===== src/rtl/pgi_regs.svh =====
// Register offsets, field positions, reset values and timing counts of the power-good block
`ifndef PGI_REGS_SVH
`define PGI_REGS_SVH

// ****************************************
// Register offsets (byte addresses)
// ****************************************
`define PGI_OFS_CTRL_FIRST 8'h00
`define PGI_OFS_CTRL_SECOND 8'h04
`define PGI_OFS_SUPV 8'h08
`define PGI_OFS_FAULT_FIRST 8'h0C
`define PGI_OFS_FAULT_SECOND 8'h10
`define PGI_OFS_INT_TOP 8'h14
`define PGI_OFS_INT_CONV 8'h18
`define PGI_OFS_DIAGNOSTIC_INTERRUPT_REG 8'h1C
`define PGI_OFS_STATUS 8'h20

// ****************************************
// Output control fields
// ****************************************
`define PGI_CTRL_MODE 0
`define PGI_CTRL_HOLD 1
`define PGI_CTRL_RDLY 2
`define PGI_CTRL_POL 3
`define PGI_CTRL_OD 4
`define PGI_CTRL_SEL 5
`define PGI_CTRL_RST 16'h0FE8

// ****************************************
// Supervision enable and top interrupt fields
// ****************************************
`define PGI_SUPV_RST 6'h3F
// Input filter rest pattern: the three input monitors start as valid
`define PGI_SYNC_RST 16'h0E00
`define PGI_TOP_OVP 0
`define PGI_TOP_TSD 1
`define PGI_TOP_TWARN 2

// ****************************************
// Timing
// ****************************************
`define PGI_CLK_MHZ 20
`define PGI_BLANK_US 800
`define PGI_BLANK_CYC (`PGI_BLANK_US * `PGI_CLK_MHZ)
`define PGI_RISE_MS 11
`define PGI_RISE_CYC (`PGI_RISE_MS * 1000 * `PGI_CLK_MHZ)

`endif


===== src/rtl/pgi_pkg.sv =====
// Types shared by the power-good block
package pgi_pkg;

	// Register data word and source vector
	typedef logic [15:0] pgi_word_t;
	typedef logic [7:0] pgi_addr_t;
	typedef logic [6:0] pgi_src_t;

	// Output state, Gray coded along load, active, fault, wait
	typedef enum logic [1:0]
	{
		PGI_ST_LOAD = 2'h0,
		PGI_ST_ACTIVE = 2'h1,
		PGI_ST_FAULT = 2'h3,
		PGI_ST_WAIT = 2'h2
	} pgi_state_t;

endpackage


===== src/rtl/pgi_chan_if.sv =====
// Signals between the shared supervision logic and one power-good output
`timescale 1ns/1ps
`default_nettype none

interface pgi_chan_if;
	import pgi_pkg::*;
	pgi_word_t cfg;
	pgi_src_t ev;
	pgi_src_t pend;
	logic [2:0] rail_nok;
	logic crit;
	pgi_src_t clr;
	logic loaded;
	pgi_src_t fault;
	logic active;

	modport main (output cfg, ev, pend, rail_nok, crit, clr, loaded, input fault, active);
	modport chan (input cfg, ev, pend, rail_nok, crit, clr, loaded, output fault, active);
endinterface

`default_nettype wire


===== src/rtl/pgi_chan.sv =====
// One power-good output: fault register, behaviour select and assert delay
`timescale 1ns/1ps
`default_nettype none
`include "pgi_regs.svh"

module pgi_chan #(
	parameter logic [17:0] RISE_CYC = 18'(`PGI_RISE_CYC)
) (
	input wire logic clk,
	input wire logic rst_n,
	pgi_chan_if.chan ch
);
	import pgi_pkg::*;

	pgi_state_t state_ff;
	pgi_state_t nxt_state;
	pgi_src_t fault_ff;
	logic [17:0] dly_cnt_ff;
	pgi_src_t sel;
	logic mode;
	logic gated_ok;
	logic cont_ok;
	logic raw_ok;

	// ****************************************
	// Health terms
	// ****************************************
	assign sel = ch.cfg[`PGI_CTRL_SEL +: 7];
	assign mode = ch.cfg[`PGI_CTRL_MODE];
	// Gated: any latched fault keeps the output down until cleared
	assign gated_ok = ~|fault_ff & ~|(ch.ev & sel) & ~ch.crit;
	// Continuous: live rail status, pending input interrupts, optional fault hold
	assign cont_ok = ~|(sel[2:0] & ch.rail_nok) & ~|(sel[6:3] & ch.pend[6:3]) & ~ch.crit
		& ~(ch.cfg[`PGI_CTRL_HOLD] & |fault_ff);
	assign raw_ok = mode ? cont_ok : gated_ok;

	// Fault bits latch; a new event wins over a clear in the same cycle
	always_ff @(posedge clk or negedge rst_n)
	begin
		if (!rst_n)
			fault_ff <= 7'h00;
		else if (ch.loaded)
			fault_ff <= (fault_ff & ~ch.clr) | (ch.ev & sel);
	end

	// Output state sequence
	always_comb
	begin
		nxt_state = state_ff;
		case (state_ff)
			PGI_ST_LOAD:
				if (ch.loaded)
					nxt_state = PGI_ST_ACTIVE;
			PGI_ST_ACTIVE:
				if (!raw_ok)
					nxt_state = PGI_ST_FAULT;
			PGI_ST_FAULT:
				if (raw_ok)
					nxt_state = ch.cfg[`PGI_CTRL_RDLY] ? PGI_ST_WAIT : PGI_ST_ACTIVE;
			PGI_ST_WAIT:
				if (!raw_ok)
					nxt_state = PGI_ST_FAULT;
				else if (dly_cnt_ff == RISE_CYC - 18'h00001)
					nxt_state = PGI_ST_ACTIVE;
			default:
				nxt_state = PGI_ST_LOAD;
		endcase
	end

	// State register
	always_ff @(posedge clk or negedge rst_n)
	begin
		if (!rst_n)
			state_ff <= PGI_ST_LOAD;
		else
			state_ff <= nxt_state;
	end

	// Assert delay counter runs only while waiting
	always_ff @(posedge clk or negedge rst_n)
	begin
		if (!rst_n)
			dly_cnt_ff <= 18'h00000;
		else if (state_ff == PGI_ST_WAIT && raw_ok)
			dly_cnt_ff <= dly_cnt_ff + 18'h00001;
		else
			dly_cnt_ff <= 18'h00000;
	end

	assign ch.fault = fault_ff;
	assign ch.active = (state_ff == PGI_ST_ACTIVE);

endmodule

`default_nettype wire


===== src/rtl/pgi_top.sv =====
// Power-good indicator logic: supervision, interrupt registers and two power-good outputs
//
// How it works
// - Behaviour bit 0 selects gated behaviour, flagging only abnormal conditions.
// - Behaviour bit 1 selects continuous behaviour, tracking all requested voltages.
// - Each output goes asserted when configuration load finishes, in either behaviour.
// - Gated behaviour ignores a rail for 800 us after its enable.
// - Gated: rail invalid, or still invalid after 800 us, drops the output.
// - Invalid analog supply or either external monitor drops the output.
// - Each rail, input monitor or thermal warning fault sets its bit in that output's fault register.
// - Gated: output stays inactive until the host clears the fault.
// - Overvoltage and thermal faults clear by write-one to top interrupt register.
// - Converter, monitor and supply faults clear by write-one to their registers.
// - Continuous: output drops as soon as a rail is enabled, no blanking.
// - Continuous: output follows current regulation status without delay.
// - Continuous: invalid rail drops the output; outside its 800 us window it also sets its fault bit.
// - Fault bits latch until the host writes one to each.
// - Continuous: pending supply, monitor and thermal interrupts also drop it.
// - Continuous: output stays inactive while a rail ramps to a new voltage.
// - Continuous: output returns when rails are valid, unless fault hold applies.
// - Fault hold set keeps the output inactive while any fault bit remains.
// - A disabled rail is masked from both output and interrupts.
// - Assert delay bit set delays assertion by 11 ms after all valid.
// - Each output has its own polarity and push-pull or open-drain choice.
//
// Local design decisions: strobed register access and the placing of the registers.
`timescale 1ns/1ps
`default_nettype none
`include "pgi_regs.svh"

module pgi_top #(
	parameter logic [17:0] BLANK_CYC = 18'(`PGI_BLANK_CYC),
	parameter logic [17:0] RISE_CYC = 18'(`PGI_RISE_CYC)
) (
	input wire logic clk,
	input wire logic rst_n,
	input wire pgi_pkg::pgi_addr_t addr,
	input wire pgi_pkg::pgi_word_t wdata,
	input wire logic wr_en,
	input wire logic rd_en,
	output pgi_pkg::pgi_word_t rdata,
	input wire logic [2:0] rail_enable,
	input wire logic [2:0] rail_valid,
	input wire logic [2:0] rail_ramp,
	input wire logic analog_supply_input_ok,
	input wire logic ext_monitor_input_a_ok,
	input wire logic ext_monitor_input_b_ok,
	input wire logic overvoltage_det,
	input wire logic thermal_shutdown_det,
	input wire logic thermal_warning_det,
	input wire logic otp_load_done,
	output logic power_good_out_first,
	output logic power_good_out_first_oe_n,
	output logic power_good_out_second,
	output logic power_good_out_second_oe_n
);
	import pgi_pkg::*;

	// ****************************************
	// Declarations
	// ****************************************
	logic [15:0] raw_in;
	logic [15:0] sync1_ff;
	logic [15:0] sync2_ff;
	logic [15:0] sync3_ff;
	logic [15:0] filt_ff;
	logic [2:0] en_f;
	logic [2:0] valid_f;
	logic [2:0] ramp_f;
	logic [2:0] in_ok_f;
	logic ovp_f;
	logic tsd_f;
	logic twarn_f;
	logic loaded_f;
	pgi_word_t ctrl_first_ff;
	pgi_word_t ctrl_second_ff;
	logic [5:0] supv_ff;
	logic [2:0] int_top_ff;
	logic [2:0] int_conv_ff;
	logic [2:0] diagnostic_interrupt_reg_ff;
	logic [2:0] on_d_ff;
	logic [2:0] ramp_d_ff;
	logic [17:0] blank_cnt_ff [3];
	logic [2:0] rail_on;
	logic [2:0] blank;
	logic [2:0] rail_bad;
	logic [2:0] in_bad;
	pgi_src_t ev;
	pgi_src_t pend;
	pgi_src_t map_clr;
	logic wr_ctrl_first;
	logic wr_ctrl_second;
	logic wr_supv;
	logic wr_fault_first;
	logic wr_fault_second;
	logic wr_top;
	logic wr_conv;
	logic wr_diag;
	pgi_word_t rd_mux;
	pgi_word_t rdata_ff;
	logic level_first;
	logic level_second;

	pgi_chan_if ch_first ();
	pgi_chan_if ch_second ();

	// ****************************************
	// Input synchronisers
	// ****************************************
	assign raw_in = {otp_load_done, thermal_warning_det, thermal_shutdown_det, overvoltage_det,
		ext_monitor_input_b_ok, ext_monitor_input_a_ok, analog_supply_input_ok,
		rail_ramp, rail_valid, rail_enable};

	// Three-stage chain; a bit changes once stages two and three agree
	always_ff @(posedge clk or negedge rst_n)
	begin
		if (!rst_n)
		begin
			sync1_ff <= `PGI_SYNC_RST;
			sync2_ff <= `PGI_SYNC_RST;
			sync3_ff <= `PGI_SYNC_RST;
			filt_ff <= `PGI_SYNC_RST; // No false input faults after reset
		end
		else
		begin
			sync1_ff <= raw_in;
			sync2_ff <= sync1_ff;
			sync3_ff <= sync2_ff;
			filt_ff <= (sync2_ff & sync3_ff) | (filt_ff & (sync2_ff | sync3_ff));
		end
	end

	// Filtered fields
	assign en_f = filt_ff[2:0];
	assign valid_f = filt_ff[5:3];
	assign ramp_f = filt_ff[8:6];
	assign in_ok_f = filt_ff[11:9];
	assign ovp_f = filt_ff[12];
	assign tsd_f = filt_ff[13];
	assign twarn_f = filt_ff[14];
	assign loaded_f = filt_ff[15];

	// ****************************************
	// Register write decode
	// ****************************************
	assign wr_ctrl_first = wr_en && addr == `PGI_OFS_CTRL_FIRST;
	assign wr_ctrl_second = wr_en && addr == `PGI_OFS_CTRL_SECOND;
	assign wr_supv = wr_en && addr == `PGI_OFS_SUPV;
	assign wr_fault_first = wr_en && addr == `PGI_OFS_FAULT_FIRST;
	assign wr_fault_second = wr_en && addr == `PGI_OFS_FAULT_SECOND;
	assign wr_top = wr_en && addr == `PGI_OFS_INT_TOP;
	assign wr_conv = wr_en && addr == `PGI_OFS_INT_CONV;
	assign wr_diag = wr_en && addr == `PGI_OFS_DIAGNOSTIC_INTERRUPT_REG;

	// Output control and supervision enable registers
	always_ff @(posedge clk or negedge rst_n)
	begin
		if (!rst_n)
		begin
			ctrl_first_ff <= `PGI_CTRL_RST;
			ctrl_second_ff <= `PGI_CTRL_RST;
			supv_ff <= `PGI_SUPV_RST;
		end
		else
		begin
			if (wr_ctrl_first)
				ctrl_first_ff <= wdata & 16'h0FFF;
			if (wr_ctrl_second)
				ctrl_second_ff <= wdata & 16'h0FFF;
			if (wr_supv)
				supv_ff <= wdata[5:0];
		end
	end

	// ****************************************
	// Per-rail blanking window
	// ****************************************
	// A disabled or unsupervised rail is masked everywhere
	assign rail_on = en_f & supv_ff[2:0];

	// Edge memory for enable and voltage-change requests
	always_ff @(posedge clk or negedge rst_n)
	begin
		if (!rst_n)
		begin
			on_d_ff <= 3'h0;
			ramp_d_ff <= 3'h0;
		end
		else
		begin
			on_d_ff <= rail_on;
			ramp_d_ff <= ramp_f;
		end
	end

	// Counter restarts on each enable or voltage change and runs down to zero
	always_ff @(posedge clk or negedge rst_n)
	begin
		if (!rst_n)
		begin
			for (int i = 0; i < 3; i++)
				blank_cnt_ff[i] <= 18'h00000;
		end
		else
		begin
			for (int i = 0; i < 3; i++)
			begin
				if (!rail_on[i])
					blank_cnt_ff[i] <= 18'h00000;
				else if (!on_d_ff[i] || (ramp_f[i] && !ramp_d_ff[i]))
					blank_cnt_ff[i] <= BLANK_CYC;
				else if (blank_cnt_ff[i] != 18'h00000)
					blank_cnt_ff[i] <= blank_cnt_ff[i] - 18'h00001;
			end
		end
	end

	// Window open while counting, including the starting cycle
	always_comb
	begin
		for (int i = 0; i < 3; i++)
			blank[i] = rail_on[i] && (blank_cnt_ff[i] != 18'h00000 || !on_d_ff[i]
				|| (ramp_f[i] && !ramp_d_ff[i]));
	end

	// ****************************************
	// Fault events
	// ****************************************
	// Rail invalid outside its window, input monitors invalid while supervised
	assign rail_bad = rail_on & ~blank & ~valid_f;
	assign in_bad = supv_ff[5:3] & ~in_ok_f;
	assign ev = {twarn_f, in_bad, rail_bad};

	// Top interrupts; a new event wins over a write-one clear
	always_ff @(posedge clk or negedge rst_n)
	begin
		if (!rst_n)
			int_top_ff <= 3'h0;
		else
			int_top_ff <= (int_top_ff & ~(wr_top ? wdata[2:0] : 3'h0))
				| {twarn_f, tsd_f, ovp_f};
	end

	// Converter and diagnostic interrupts
	always_ff @(posedge clk or negedge rst_n)
	begin
		if (!rst_n)
		begin
			int_conv_ff <= 3'h0;
			diagnostic_interrupt_reg_ff <= 3'h0;
		end
		else
		begin
			int_conv_ff <= (int_conv_ff & ~(wr_conv ? wdata[2:0] : 3'h0)) | rail_bad;
			diagnostic_interrupt_reg_ff <= (diagnostic_interrupt_reg_ff & ~(wr_diag ? wdata[2:0] : 3'h0)) | in_bad;
		end
	end

	// Interrupt clears also release the matching fault bits
	assign map_clr = {wr_top & wdata[`PGI_TOP_TWARN], wr_diag ? wdata[2:0] : 3'h0,
		wr_conv ? wdata[2:0] : 3'h0};
	assign pend = {int_top_ff[`PGI_TOP_TWARN], diagnostic_interrupt_reg_ff, int_conv_ff};

	// ****************************************
	// Power-good channels
	// ****************************************
	// Shared supervision terms to the first output
	assign ch_first.cfg = ctrl_first_ff;
	assign ch_first.ev = ev;
	assign ch_first.pend = pend;
	assign ch_first.rail_nok = rail_on & (~valid_f | ramp_f);
	assign ch_first.crit = int_top_ff[`PGI_TOP_OVP] | int_top_ff[`PGI_TOP_TSD];
	assign ch_first.clr = map_clr | (wr_fault_first ? wdata[6:0] : 7'h00);
	assign ch_first.loaded = loaded_f;

	// Shared supervision terms to the second output
	assign ch_second.cfg = ctrl_second_ff;
	assign ch_second.ev = ev;
	assign ch_second.pend = pend;
	assign ch_second.rail_nok = rail_on & (~valid_f | ramp_f);
	assign ch_second.crit = int_top_ff[`PGI_TOP_OVP] | int_top_ff[`PGI_TOP_TSD];
	assign ch_second.clr = map_clr | (wr_fault_second ? wdata[6:0] : 7'h00);
	assign ch_second.loaded = loaded_f;

	// Independent output instances
	pgi_chan #(
		.RISE_CYC(RISE_CYC)
	) u_first (
		.clk(clk),
		.rst_n(rst_n),
		.ch(ch_first)
	);

	pgi_chan #(
		.RISE_CYC(RISE_CYC)
	) u_second (
		.clk(clk),
		.rst_n(rst_n),
		.ch(ch_second)
	);

	// ****************************************
	// Output pins
	// ****************************************
	// Pin level carries the polarity; open-drain releases the high level
	assign level_first = ch_first.active ~^ ctrl_first_ff[`PGI_CTRL_POL];
	assign level_second = ch_second.active ~^ ctrl_second_ff[`PGI_CTRL_POL];
	assign power_good_out_first = ctrl_first_ff[`PGI_CTRL_OD] ? 1'b0 : level_first;
	assign power_good_out_first_oe_n = ctrl_first_ff[`PGI_CTRL_OD] & level_first;
	assign power_good_out_second = ctrl_second_ff[`PGI_CTRL_OD] ? 1'b0 : level_second;
	assign power_good_out_second_oe_n = ctrl_second_ff[`PGI_CTRL_OD] & level_second;

	// ****************************************
	// Register read
	// ****************************************
	// Read mux; unmapped offsets read zero
	always_comb
	begin
		case (addr)
			`PGI_OFS_CTRL_FIRST: rd_mux = ctrl_first_ff;
			`PGI_OFS_CTRL_SECOND: rd_mux = ctrl_second_ff;
			`PGI_OFS_SUPV: rd_mux = {10'h000, supv_ff};
			`PGI_OFS_FAULT_FIRST: rd_mux = {9'h000, ch_first.fault};
			`PGI_OFS_FAULT_SECOND: rd_mux = {9'h000, ch_second.fault};
			`PGI_OFS_INT_TOP: rd_mux = {13'h0000, int_top_ff};
			`PGI_OFS_INT_CONV: rd_mux = {13'h0000, int_conv_ff};
			`PGI_OFS_DIAGNOSTIC_INTERRUPT_REG: rd_mux = {13'h0000, diagnostic_interrupt_reg_ff};
			`PGI_OFS_STATUS: rd_mux = {5'h00, ch_second.active, ch_first.active,
				blank, valid_f, rail_on};
			default: rd_mux = 16'h0000;
		endcase
	end

	// Read data stand for one cycle after the strobe
	always_ff @(posedge clk or negedge rst_n)
	begin
		if (!rst_n)
			rdata_ff <= 16'h0000;
		else
			rdata_ff <= rd_en ? rd_mux : 16'h0000;
	end

	assign rdata = rdata_ff;

endmodule

`default_nettype wire


===== config.mk =====
export PLATFORM = sky130hd
export DESIGN_NAME = pgi_top
export DESIGN_NICKNAME = d
export VERILOG_FILES = /design/src/rtl/pgi_pkg.sv /design/src/rtl/pgi_chan_if.sv /design/src/rtl/pgi_chan.sv /design/src/rtl/pgi_top.sv
export VERILOG_INCLUDE_DIRS = /design/src /design/src/rtl
export SDC_FILE = /design/constraint.sdc
export NUM_CORES = 1
export LEC_CHECK = 0
export ABC_AREA = 1
export BUFFER_PORTS_ARGS = -buffer_cell sky130_fd_sc_hd__buf_2
export CORE_ASPECT_RATIO = 1.5
export CORE_MARGIN = 3
export CORE_UTILIZATION = 55
export CTS_BUF_LIST = sky130_fd_sc_hd__clkbuf_16
export DETAILED_ROUTE_END_ITERATION = 6
export PLACE_DENSITY = 0.73
export SLEW_MARGIN = 20
export SYNTH_ARGS = -nofsm -noshare
export SYNTH_HDL_FRONTEND = slang
export SYNTH_SLANG_ARGS = --single-unit

===== constraint.sdc =====
create_clock -name clk -period 1.8 [get_ports clk]
set_input_delay 0.27 -clock clk [delete_from_list [all_inputs] [get_ports clk]]
set_output_delay 0.27 -clock clk [all_outputs]
set_load 0.005 [all_outputs]

==> results of run 1 <==
## layer usage
layer  up-vias  track usage, %
li1       4526               -
met1      4600            31.5
met2       346            51.1
met3       123            3.58
met4         0            13.9
met5         -               0
## sequential cells by signal, indices dropped and copies added, names as in the netlist, 3 cells and up
register,cells
rdata,12
u_second.dly_cnt_ff,18
ramp_d_ff,3
u_first.ch.fault,7
u_second.ch.fault,7
ch_second.cfg,12
supv_ff,6
sync1_ff,16
diagnostic_interrupt_reg_ff,3
ch_first.cfg,12
blank_cnt_ff,54
sync3_ff,16
on_d_ff,3
u_first.dly_cnt_ff,18
filt_ff,16
int_conv_ff,3
int_top_ff,3
sync2_ff,16
## metrics by stage
step           cells  TNS (ns)
3_5_place_dp    1672     -9.76
2_1_floorplan   1187         0
5_1_grt         1783    -15.64
4_1_cts         1754     -6.27
3_3_place_gp    1672     -7.93
6_report        1783     -7.60
## report_power, final
group | total [W] | switching [W] | internal, W
logic | 0.00168 | 0.000954 | 0.000729
registers | 0.00559 | 0.000180 | 0.00541
clock network | 0.00431 | 0.00199 | 0.00232
total | 0.0116 | 0.00313 | 0.00845
## logic make-up (layout without fill, tap and decap cells)
| logic type | after synthesis | after routing |
|---|---|---|
| DFF | 229 | 229 |
| adders and majority gates | 24 | 24 |
| and+or+nand+nor | 535 | 537 |
| xor gates and xnor gates | 26 | 26 |
| other | 1 | 4 |
| AOI/OAI and AO/OA | 190 | 190 |
| buffers and inverters | 179 | 521 |
## critical path, cell delays in order (launching register included)
cell     delay, ns
dfrtp_1       0.39
inv_2         0.09
buf_4         0.10
buf_4         0.09
buf_4         0.10
ha_2          0.19
nand2_1       0.11
nor2_2        0.13
inv_1         0.08
nor2_2        0.14
nand2_1       0.08
a221o_1       0.32
nand2_1       0.06
inv_1         0.04
## how the worst min path moves through the flow
stage / startpoint / endpoint / slack [ns] / depth (start not counted)
6_report: wdata[11] / ch_second.cfg[11] / 0.02 / 3
5_1_grt: wdata[11] / ch_second.cfg[11] / 0.03 / 3
4_1_cts: wdata[11] / ch_second.cfg[11] / 0.008 / 3
3_5_place_dp: rst_n / blank_cnt_ff[34] / 0.24 / 1
3_3_place_gp: rst_n / blank_cnt_ff[34] / 0.24 / 1
2_1_floorplan: rst_n / blank_cnt_ff[0] / -0.03 / 0
## placed cells by master (no fill, tap or decap), drive strengths merged, types with 16 or more instances in the layout
cell,instances
nand2,210
nor3,31
dfrtp,195
dfstp,34
a21oi,45
clkbuf,24
maj3,16
nor2,197
nand3,41
xor2,19
nand4,24
o21ai,92
buf,293
dlygate4sd3,20
inv,173
## layout make-up
class,count,area (um^2),area share (%)
inverter,166,633,4.39
sequential,229,5780,40.1
clock buffer,23,576,3.99
multi-input combinational,781,4570,31.7
clock inverter,18,81.3,0.564
tap,252,315,2.19
timing repair buffer,314,2460,17.1
## what timing repair did
item                                   4_1_cts  5_1_grt
setup endpoints to repair                   57       82
resized for setup                           62      116
hold buffers                                20        0
setup buffers                               19       33
endpoints found under the hold margin       61        0
cloned                                       2        1
pin swaps                                   25       65
==> reports/metrics.csv, run 1 <==
stage;metric;value;unit
detailed_routing;m1WireLength;11.1;mm
worst_setup_path;reg2reg_depth;13;
timing;fin_worst_skew;0.0140;ns
power;finalPower;0.0116;W
timing;worst_slew_pin_slew;0.670;ns
detailed_routing;top_layer_used;met4;
hold_path;min_path_type;in2reg;
cts;cts_root_buf;clkbuf_16;
global_routing;antenna_found_initial;0;
global_routing;grt_pass1_vias;9785;
logic_synthesis;synth_mux_area_share;0;%
logic_synthesis;synthAdderAreaFrac;2.48;%
job;cap_viol_max_count;0;
floorplan;dieWidth;119;um
worst_setup_path;r2r_setup_slack;-0.23;ns
detailed_routing;route.met2.wl;15.8;mm
floorplan;core-area;0.0186;mm^2
timing;worst_slack;-0.228;ns
logic_synthesis;synth_xor_area_share;2.17;%
cts;cts-htree-levels;1;
cts;clockBufferDepth;3;
logic_synthesis;ys_ff_latch;229;
placement;place_ws;-0.283;ns
run_status;status;finished, violations left;
timing;hold_ws;0.0170;ns
floorplan;pin_count;64;
logic_synthesis;syn_inst;1184;
detailed_routing;vias_per_cell;5.38;
worst_setup_path;cp-end-kind;flop;
finish;num-nets-final;1567;
worst_setup_path;rr_endpoint;blank_cnt_ff[48];
power;power_density;804;mW/mm^2
global_routing;grt_pass1_wl;46.9;mm
finish;nFillCells;1313;
run_status;violations;setup timing;
finish;drive_above_1_share;34.9;%
placement;gp_congestion;1.05;
timing;setup_viol;53;
detailed_routing;via_count;9595;
logic_synthesis;synth_area_per_cell;8.87;um^2
finish;area_delta_synth_final;37.2;%
worst_setup_path;cp-start-kind;flop;
logic_synthesis;seq_area_frac_synth;54.9;%
placement;port_buffers;55;
logic_synthesis;synth-warning-count;0;
global_routing;track_usage;27.8;%
detailed_routing;drtIter0Drc;717;
timing;rsz0062_at_grt;yes;
placement;placed_cell_area;0.0126;mm^2
detailed_routing;wirelength;30.2;mm
logic_synthesis;synth_top_family_by_area;simple AND/OR/NAND/NOR gates;
floorplan;dieArea;0.0208;mm^2
cts;clk_latency;0.52;ns
cts;cts-buffers-inserted;23;
finish;utilization;77.4;%
detailed_routing;dr.pass1.iters;6;
logic_synthesis;synth_cell_type_count;57;
global_routing;grt_max_degree;58;
worst_setup_path;setup.worst_path.start;blank_cnt_ff[36];
worst_setup_path;rr_startpoint;blank_cnt_ff[36];
timing;max_freq;493;MHz
power;p_leak;7.10;nW
timing;finalMaxSlewViolations;0;
detailed_routing;remaining_drc_errors;0;
cts;cts_tree;yes;
logic_synthesis;synth_edf_count;0;
logic_synthesis;async_reset_ff_share;100;%
finish;diodes;0;
logic_synthesis;syn_area;0.0105;mm^2
floorplan;rows;61;
detailed_routing;wl_per_cell;16.9;um
logic_synthesis;synth_commonest_cells;dfrtp_1, nand2_1, nor2_1;
logic_synthesis;synth_top_area_share;46.4;%
timing;maxSlewHeadroom;55.2;%
logic_synthesis;synth.area.top_cells;dfrtp_1, dfstp_2, nand2_1, nor2_1, inv_1;
floorplan;start_util;56.4;%
timing;period_needed;2.03;ns
power;max-vdd-ir-drop;0.766;mV
floorplan;die_h;175;um
logic_synthesis;synth_top_area_cell;dfrtp_1;
logic_synthesis;synth-main-ff-cell;dfrtp_1;
worst_setup_path;path_class;reg2reg;
cts;path_clk_slew;0.06;ns
global_routing;overflow;0;
logic_synthesis;yosys.area_share.simple;23.3;%
worst_setup_path;cp_max_fo;3;
detailed_routing;drtAntennaViolNets;0;
placement;hpwl;20.5;mm
timing;final_hold_viol_count;0;
worst_setup_path;worst_ep_required_time;2.21;ns
finish;design_area;0.0144;mm^2
detailed_routing;met3_wirelength;1.61;mm
logic_synthesis;synth_compound_area_share;10.5;%
timing;min_period_over_period;113;%
cts;cts.sinks;229;
worst_setup_path;crit_path_end;blank_cnt_ff[48];
worst_setup_path;arrival;2.44;ns
Power figures use the tool's default switching activity.
==> run 2: changes to the inputs <==
ABC_AREA = not set   (was 1)
CORE_ASPECT_RATIO = 0.9   (was 1.5)
==> run 2 against run 1 <==
The flow still finishes with violations (setup timing). Via count shrank 8.9%. Wire length shrank 2.8%. Sequential share of layout area grew 0.96 points. Area after synthesis shrank 4.1%. Worst hold slack is essentially flat. Final cell count shrank 17%. Final area shrank 2.4%. Largest cell class unchanged. Clock skew shrank 0.0027 ns. Worst setup slack lost 0.39 ns. Critical path depth shrank 6. Clock power grew 26%. Non-clock buffer count shrank 22. Highest routed layer unchanged.
==> reports/metrics.csv, run 2 <==
stage;metric;value;unit;change
run_status;status;finished, violations left;;
run_status;violations;setup timing;;
global_routing;grt_pass1_vias;8638;;-12%
worst_setup_path;setup.worst_path.start;blank_cnt_ff[49];;
finish;diodes;0;;unchanged
logic_synthesis;synth_compound_area_share;9.75;%;-0.72 points
placement;hpwl;17.9;mm;-13%
finish;multiInputGateArea;0.00471;mm^2;+3.0%
finish;drive_above_1_share;38.6;%;+3.7 points
worst_setup_path;arrival;2.82;ns;+0.38 ns
timing;max_freq;413;MHz;-16%
timing;min_period_over_period;135;%;+22 points
worst_setup_path;crit_buf_inv;1;;-5
floorplan;start_util;56.6;%;+0.22 points
timing;finalMaxSlewViolations;0;;unchanged
cts;cts.sinks;229;;unchanged
detailed_routing;drtIter0Drc;689;;-3.9%
finish;mostFrequentLayoutCell;dfrtp_1;;
timing;setup_viol;106;;+100%
logic_synthesis;synth_top_area_cell;dfrtp_1;;
global_routing;grt_pass1_wl;44.9;mm;-4.2%
logic_synthesis;synth_cell_type_count;62;;+8.8%
finish;top_regs;blank_cnt_ff: 54 flops, u_first.dly_cnt_ff: 18 flops, u_second.dly_cnt_ff: 18 flops;;
worst_setup_path;rr_startpoint;blank_cnt_ff[49];;
logic_synthesis;synth-main-ff-cell;dfrtp_1;;
hold_path;whs_path_depth;2;;-1
worst_setup_path;slowest_delay;0.54;ns;+0.15 ns
timing;fin_worst_skew;0.0113;ns;-0.00269 ns
timing;rsz0062_at_grt;yes;;
global_routing;track_usage;28.1;%;+0.28 points
detailed_routing;via_count;8745;;-8.9%
timing;worst_slew_pin_slew;0.514;ns;-0.157 ns
timing;final_hold_viol_count;0;;unchanged
logic_synthesis;synth_commonest_cells;dfrtp_1, nor2_1, nand2_1;;
worst_setup_path;path_cells;or4_4, or3_4, nor4_4, nand4_1, a31oi_4, buf_12, nor3_1;;
hold_path;min_path_type;in2reg;;
logic_synthesis;synth_xor_area_share;6.61;%;+4.4 points
logic_synthesis;async_reset_ff_share;100;%;unchanged
logic_synthesis;seq_area_frac_synth;57.3;%;+2.4 points
cts;path_clk_slew;0.06;ns;about the same
timing;worst_slack;-0.622;ns;-0.394 ns
timing;maxSlewHeadroom;65.4;%;+10 points
cts;cts_tree;yes;;
cts;cts-htree-levels;1;;unchanged
power;max-vdd-ir-drop;0.947;mV;+24%
placement;port_buffers;55;;unchanged
logic_synthesis;synth_edf_count;0;;unchanged
finish;area_delta_synth_final;39.7;%;
floorplan;die_h;134;um;-23%
finish;layout.cells.non_filler;1472;;-17%
placement;placed_cells;1381;;-17%
worst_setup_path;cp_slowest_cell;or4_4;;
cts;cts_root_buf;clkbuf_16;;
logic_synthesis;synth_top_family_by_area;simple AND/OR/NAND/NOR gates;;
worst_setup_path;reg2reg_depth;7;;-6
worst_setup_path;cp-end-kind;flop;;
worst_setup_path;cp-start-kind;flop;;
finish;nFillCells;1015;;-23%
finish;largest_reg_flops;54;;unchanged
worst_setup_path;cp_max_fo;18;;+15
detailed_routing;vias_per_cell;5.94;;+10%
timing;setup_tns;-40.22;ns;-32.62 ns
worst_setup_path;path_class;reg2reg;;
detailed_routing;dr.pass1.iters;6;;unchanged
cts;clk_latency;0.52;ns;about the same
placement;placed_cell_area;0.0122;mm^2;-2.9%
detailed_routing;wl_per_cell;19.9;um;+18%
job;cap_viol_max_count;0;;unchanged
logic_synthesis;synth.area.top_cells;dfrtp_1, dfstp_2, xor2_1, nor3_1, xnor2_1;;
worst_setup_path;worst_ep_required_time;2.20;ns;about the same
global_routing;grt_max_degree;51;;-12%
logic_synthesis;syn_inst;919;;-22%
worst_setup_path;path_depth;7;;-6
logic_synthesis;synth_mux_area_share;3.27;%;+3.3 points
logic_synthesis;ys_ff_latch;229;;unchanged
global_routing;antenna_found_initial;0;;unchanged
cts;clockBufferDepth;3;;unchanged
detailed_routing;remaining_drc_errors;0;;unchanged
power;power_density;884;mW/mm^2;+10%
finish;design_area;0.0141;mm^2;-2.4%
floorplan;dieWidth;149;um;+25%
global_routing;overflow;0;;unchanged
logic_synthesis;synth_area_per_cell;11.0;um^2;+24%
logic_synthesis;syn_area;0.0101;mm^2;-4.1%
cts;cts-buffers-inserted;24;;+4.3%
finish;mostFrequentLayoutCells;dfrtp_1, buf_4, nor2_1;;
floorplan;core-area;0.0178;mm^2;-4.5%
timing;period_needed;2.42;ns;+0.394 ns
finish;num-nets-final;1266;;-19%
floorplan;rows;46;;-25%
finish;max_flop_register;blank_cnt_ff;;
power;p_leak;6.21;nW;-13%
detailed_routing;wirelength;29.4;mm;-2.8%
finish;register_area;0.00578;mm^2;about the same
placement;gp_congestion;0.953;;-9.6%
logic_synthesis;synth.most_common_cell;dfrtp_1;;
hold_path;hp-start;wdata[11];;
detailed_routing;drtAntennaViolNets;0;;unchanged
logic_synthesis;synthAdderAreaFrac;2.58;%;+0.11 points
logic_synthesis;yosys.area_share.simple;18.1;%;-5.1 points
floorplan;dieArea;0.0200;mm^2;-4.1%
floorplan;pin_count;64;;unchanged
logic_synthesis;synth_top_area_share;48.4;%;+2.0 points
logic_synthesis;synth-warning-count;0;;unchanged
worst_setup_path;path_delay_family;simple AND/OR/NAND/NOR gates;;
-- run 2: cell count changes in the layout (fill, tap and decap cells not counted), sizes merged, moves of 11 or more --
cell,change
nor4,+11
nand4,-11
a22oi,+16
nand3,+12
buf,-20
xnor2,+29
nor2,-120
xor2,+21
inv,-140
mux2,+23
nor3,+35
o21ai,-58
nand2,-141
-- run 2: stage by stage --
stage               worst slack, ns  hold WS [ns]  power [W]  util [%]
floorplan                    -0.529       -0.0256    0.00613         -
global placement             -0.551         0.204    0.00670      68.7
detailed placement           -0.631         0.204    0.00673      68.7
CTS                          -0.581      0.000987     0.0123      77.1
global route                 -0.671        0.0152     0.0128      79.1
finish                       -0.622        0.0166     0.0124      79.1
-- run 2: area by class of cell --
cell class / count / share of cell area (%)
clock buffer: 25 / 4.45
clock inverter: 19 / 1.71
inverter: 28 / 0.747
multi-input combinational: 639 / 33.4
sequential: 229 / 41.0
tap: 240 / 2.13
timing repair buffer: 292 / 16.5
-- run 2: cells by family (layout without fill, tap and decap cells) --
logic type / after synthesis / after routing
multiplexers: 30 / 30
AND/OR/NAND/NOR: 359 / 359
adder cells (fa/ha/maj): 24 / 24
other: 1 / 4
flip-flops: 229 / 229
XOR/XNOR: 76 / 76
buffers and inverters: 54 / 364
AO/OA/AOI/OAI: 146 / 146
-- run 2: final timing paths --
kind                                     endpoint  slack [ns]
max reg2reg                u_second.dly_cnt_ff[0]       -0.62
min in group asynchronous        blank_cnt_ff[38]        0.24
max in group asynchronous   u_first.dly_cnt_ff[0]        0.87
max                        u_second.dly_cnt_ff[0]       -0.62
min reg2reg                          sync2_ff[14]        0.34
min                             ch_second.cfg[11]        0.02
-- run 2: timing repair --
item	in CTS	in global routing
gates resized for setup	85	59
hold endpoints to repair	60	0
hold buffers	19	0
setup endpoints to repair	102	109
cloned	2	0
pin swaps	63	65
buffers inserted	16	19
-- run 2: routing by layer --
metal | routed length (um) | share of wire, % | up-vias | GRT usage [%]
met5 | 0 | 0 | - | 0
met4 | 1240 | 4.2 | 0 | 9.08
met3 | 2260 | 7.7 | 103 | 4.90
met2 | 13900 | 47 | 443 | 45.3
met1 | 12000 | 41 | 4293 | 39.1
li1 | - | - | 3906 | -
-- run 2: power by group --
group          internal (W)  switching [W]
Sequential          0.00537       0.000145
Combinational      0.000725       0.000748
Clock               0.00337        0.00207
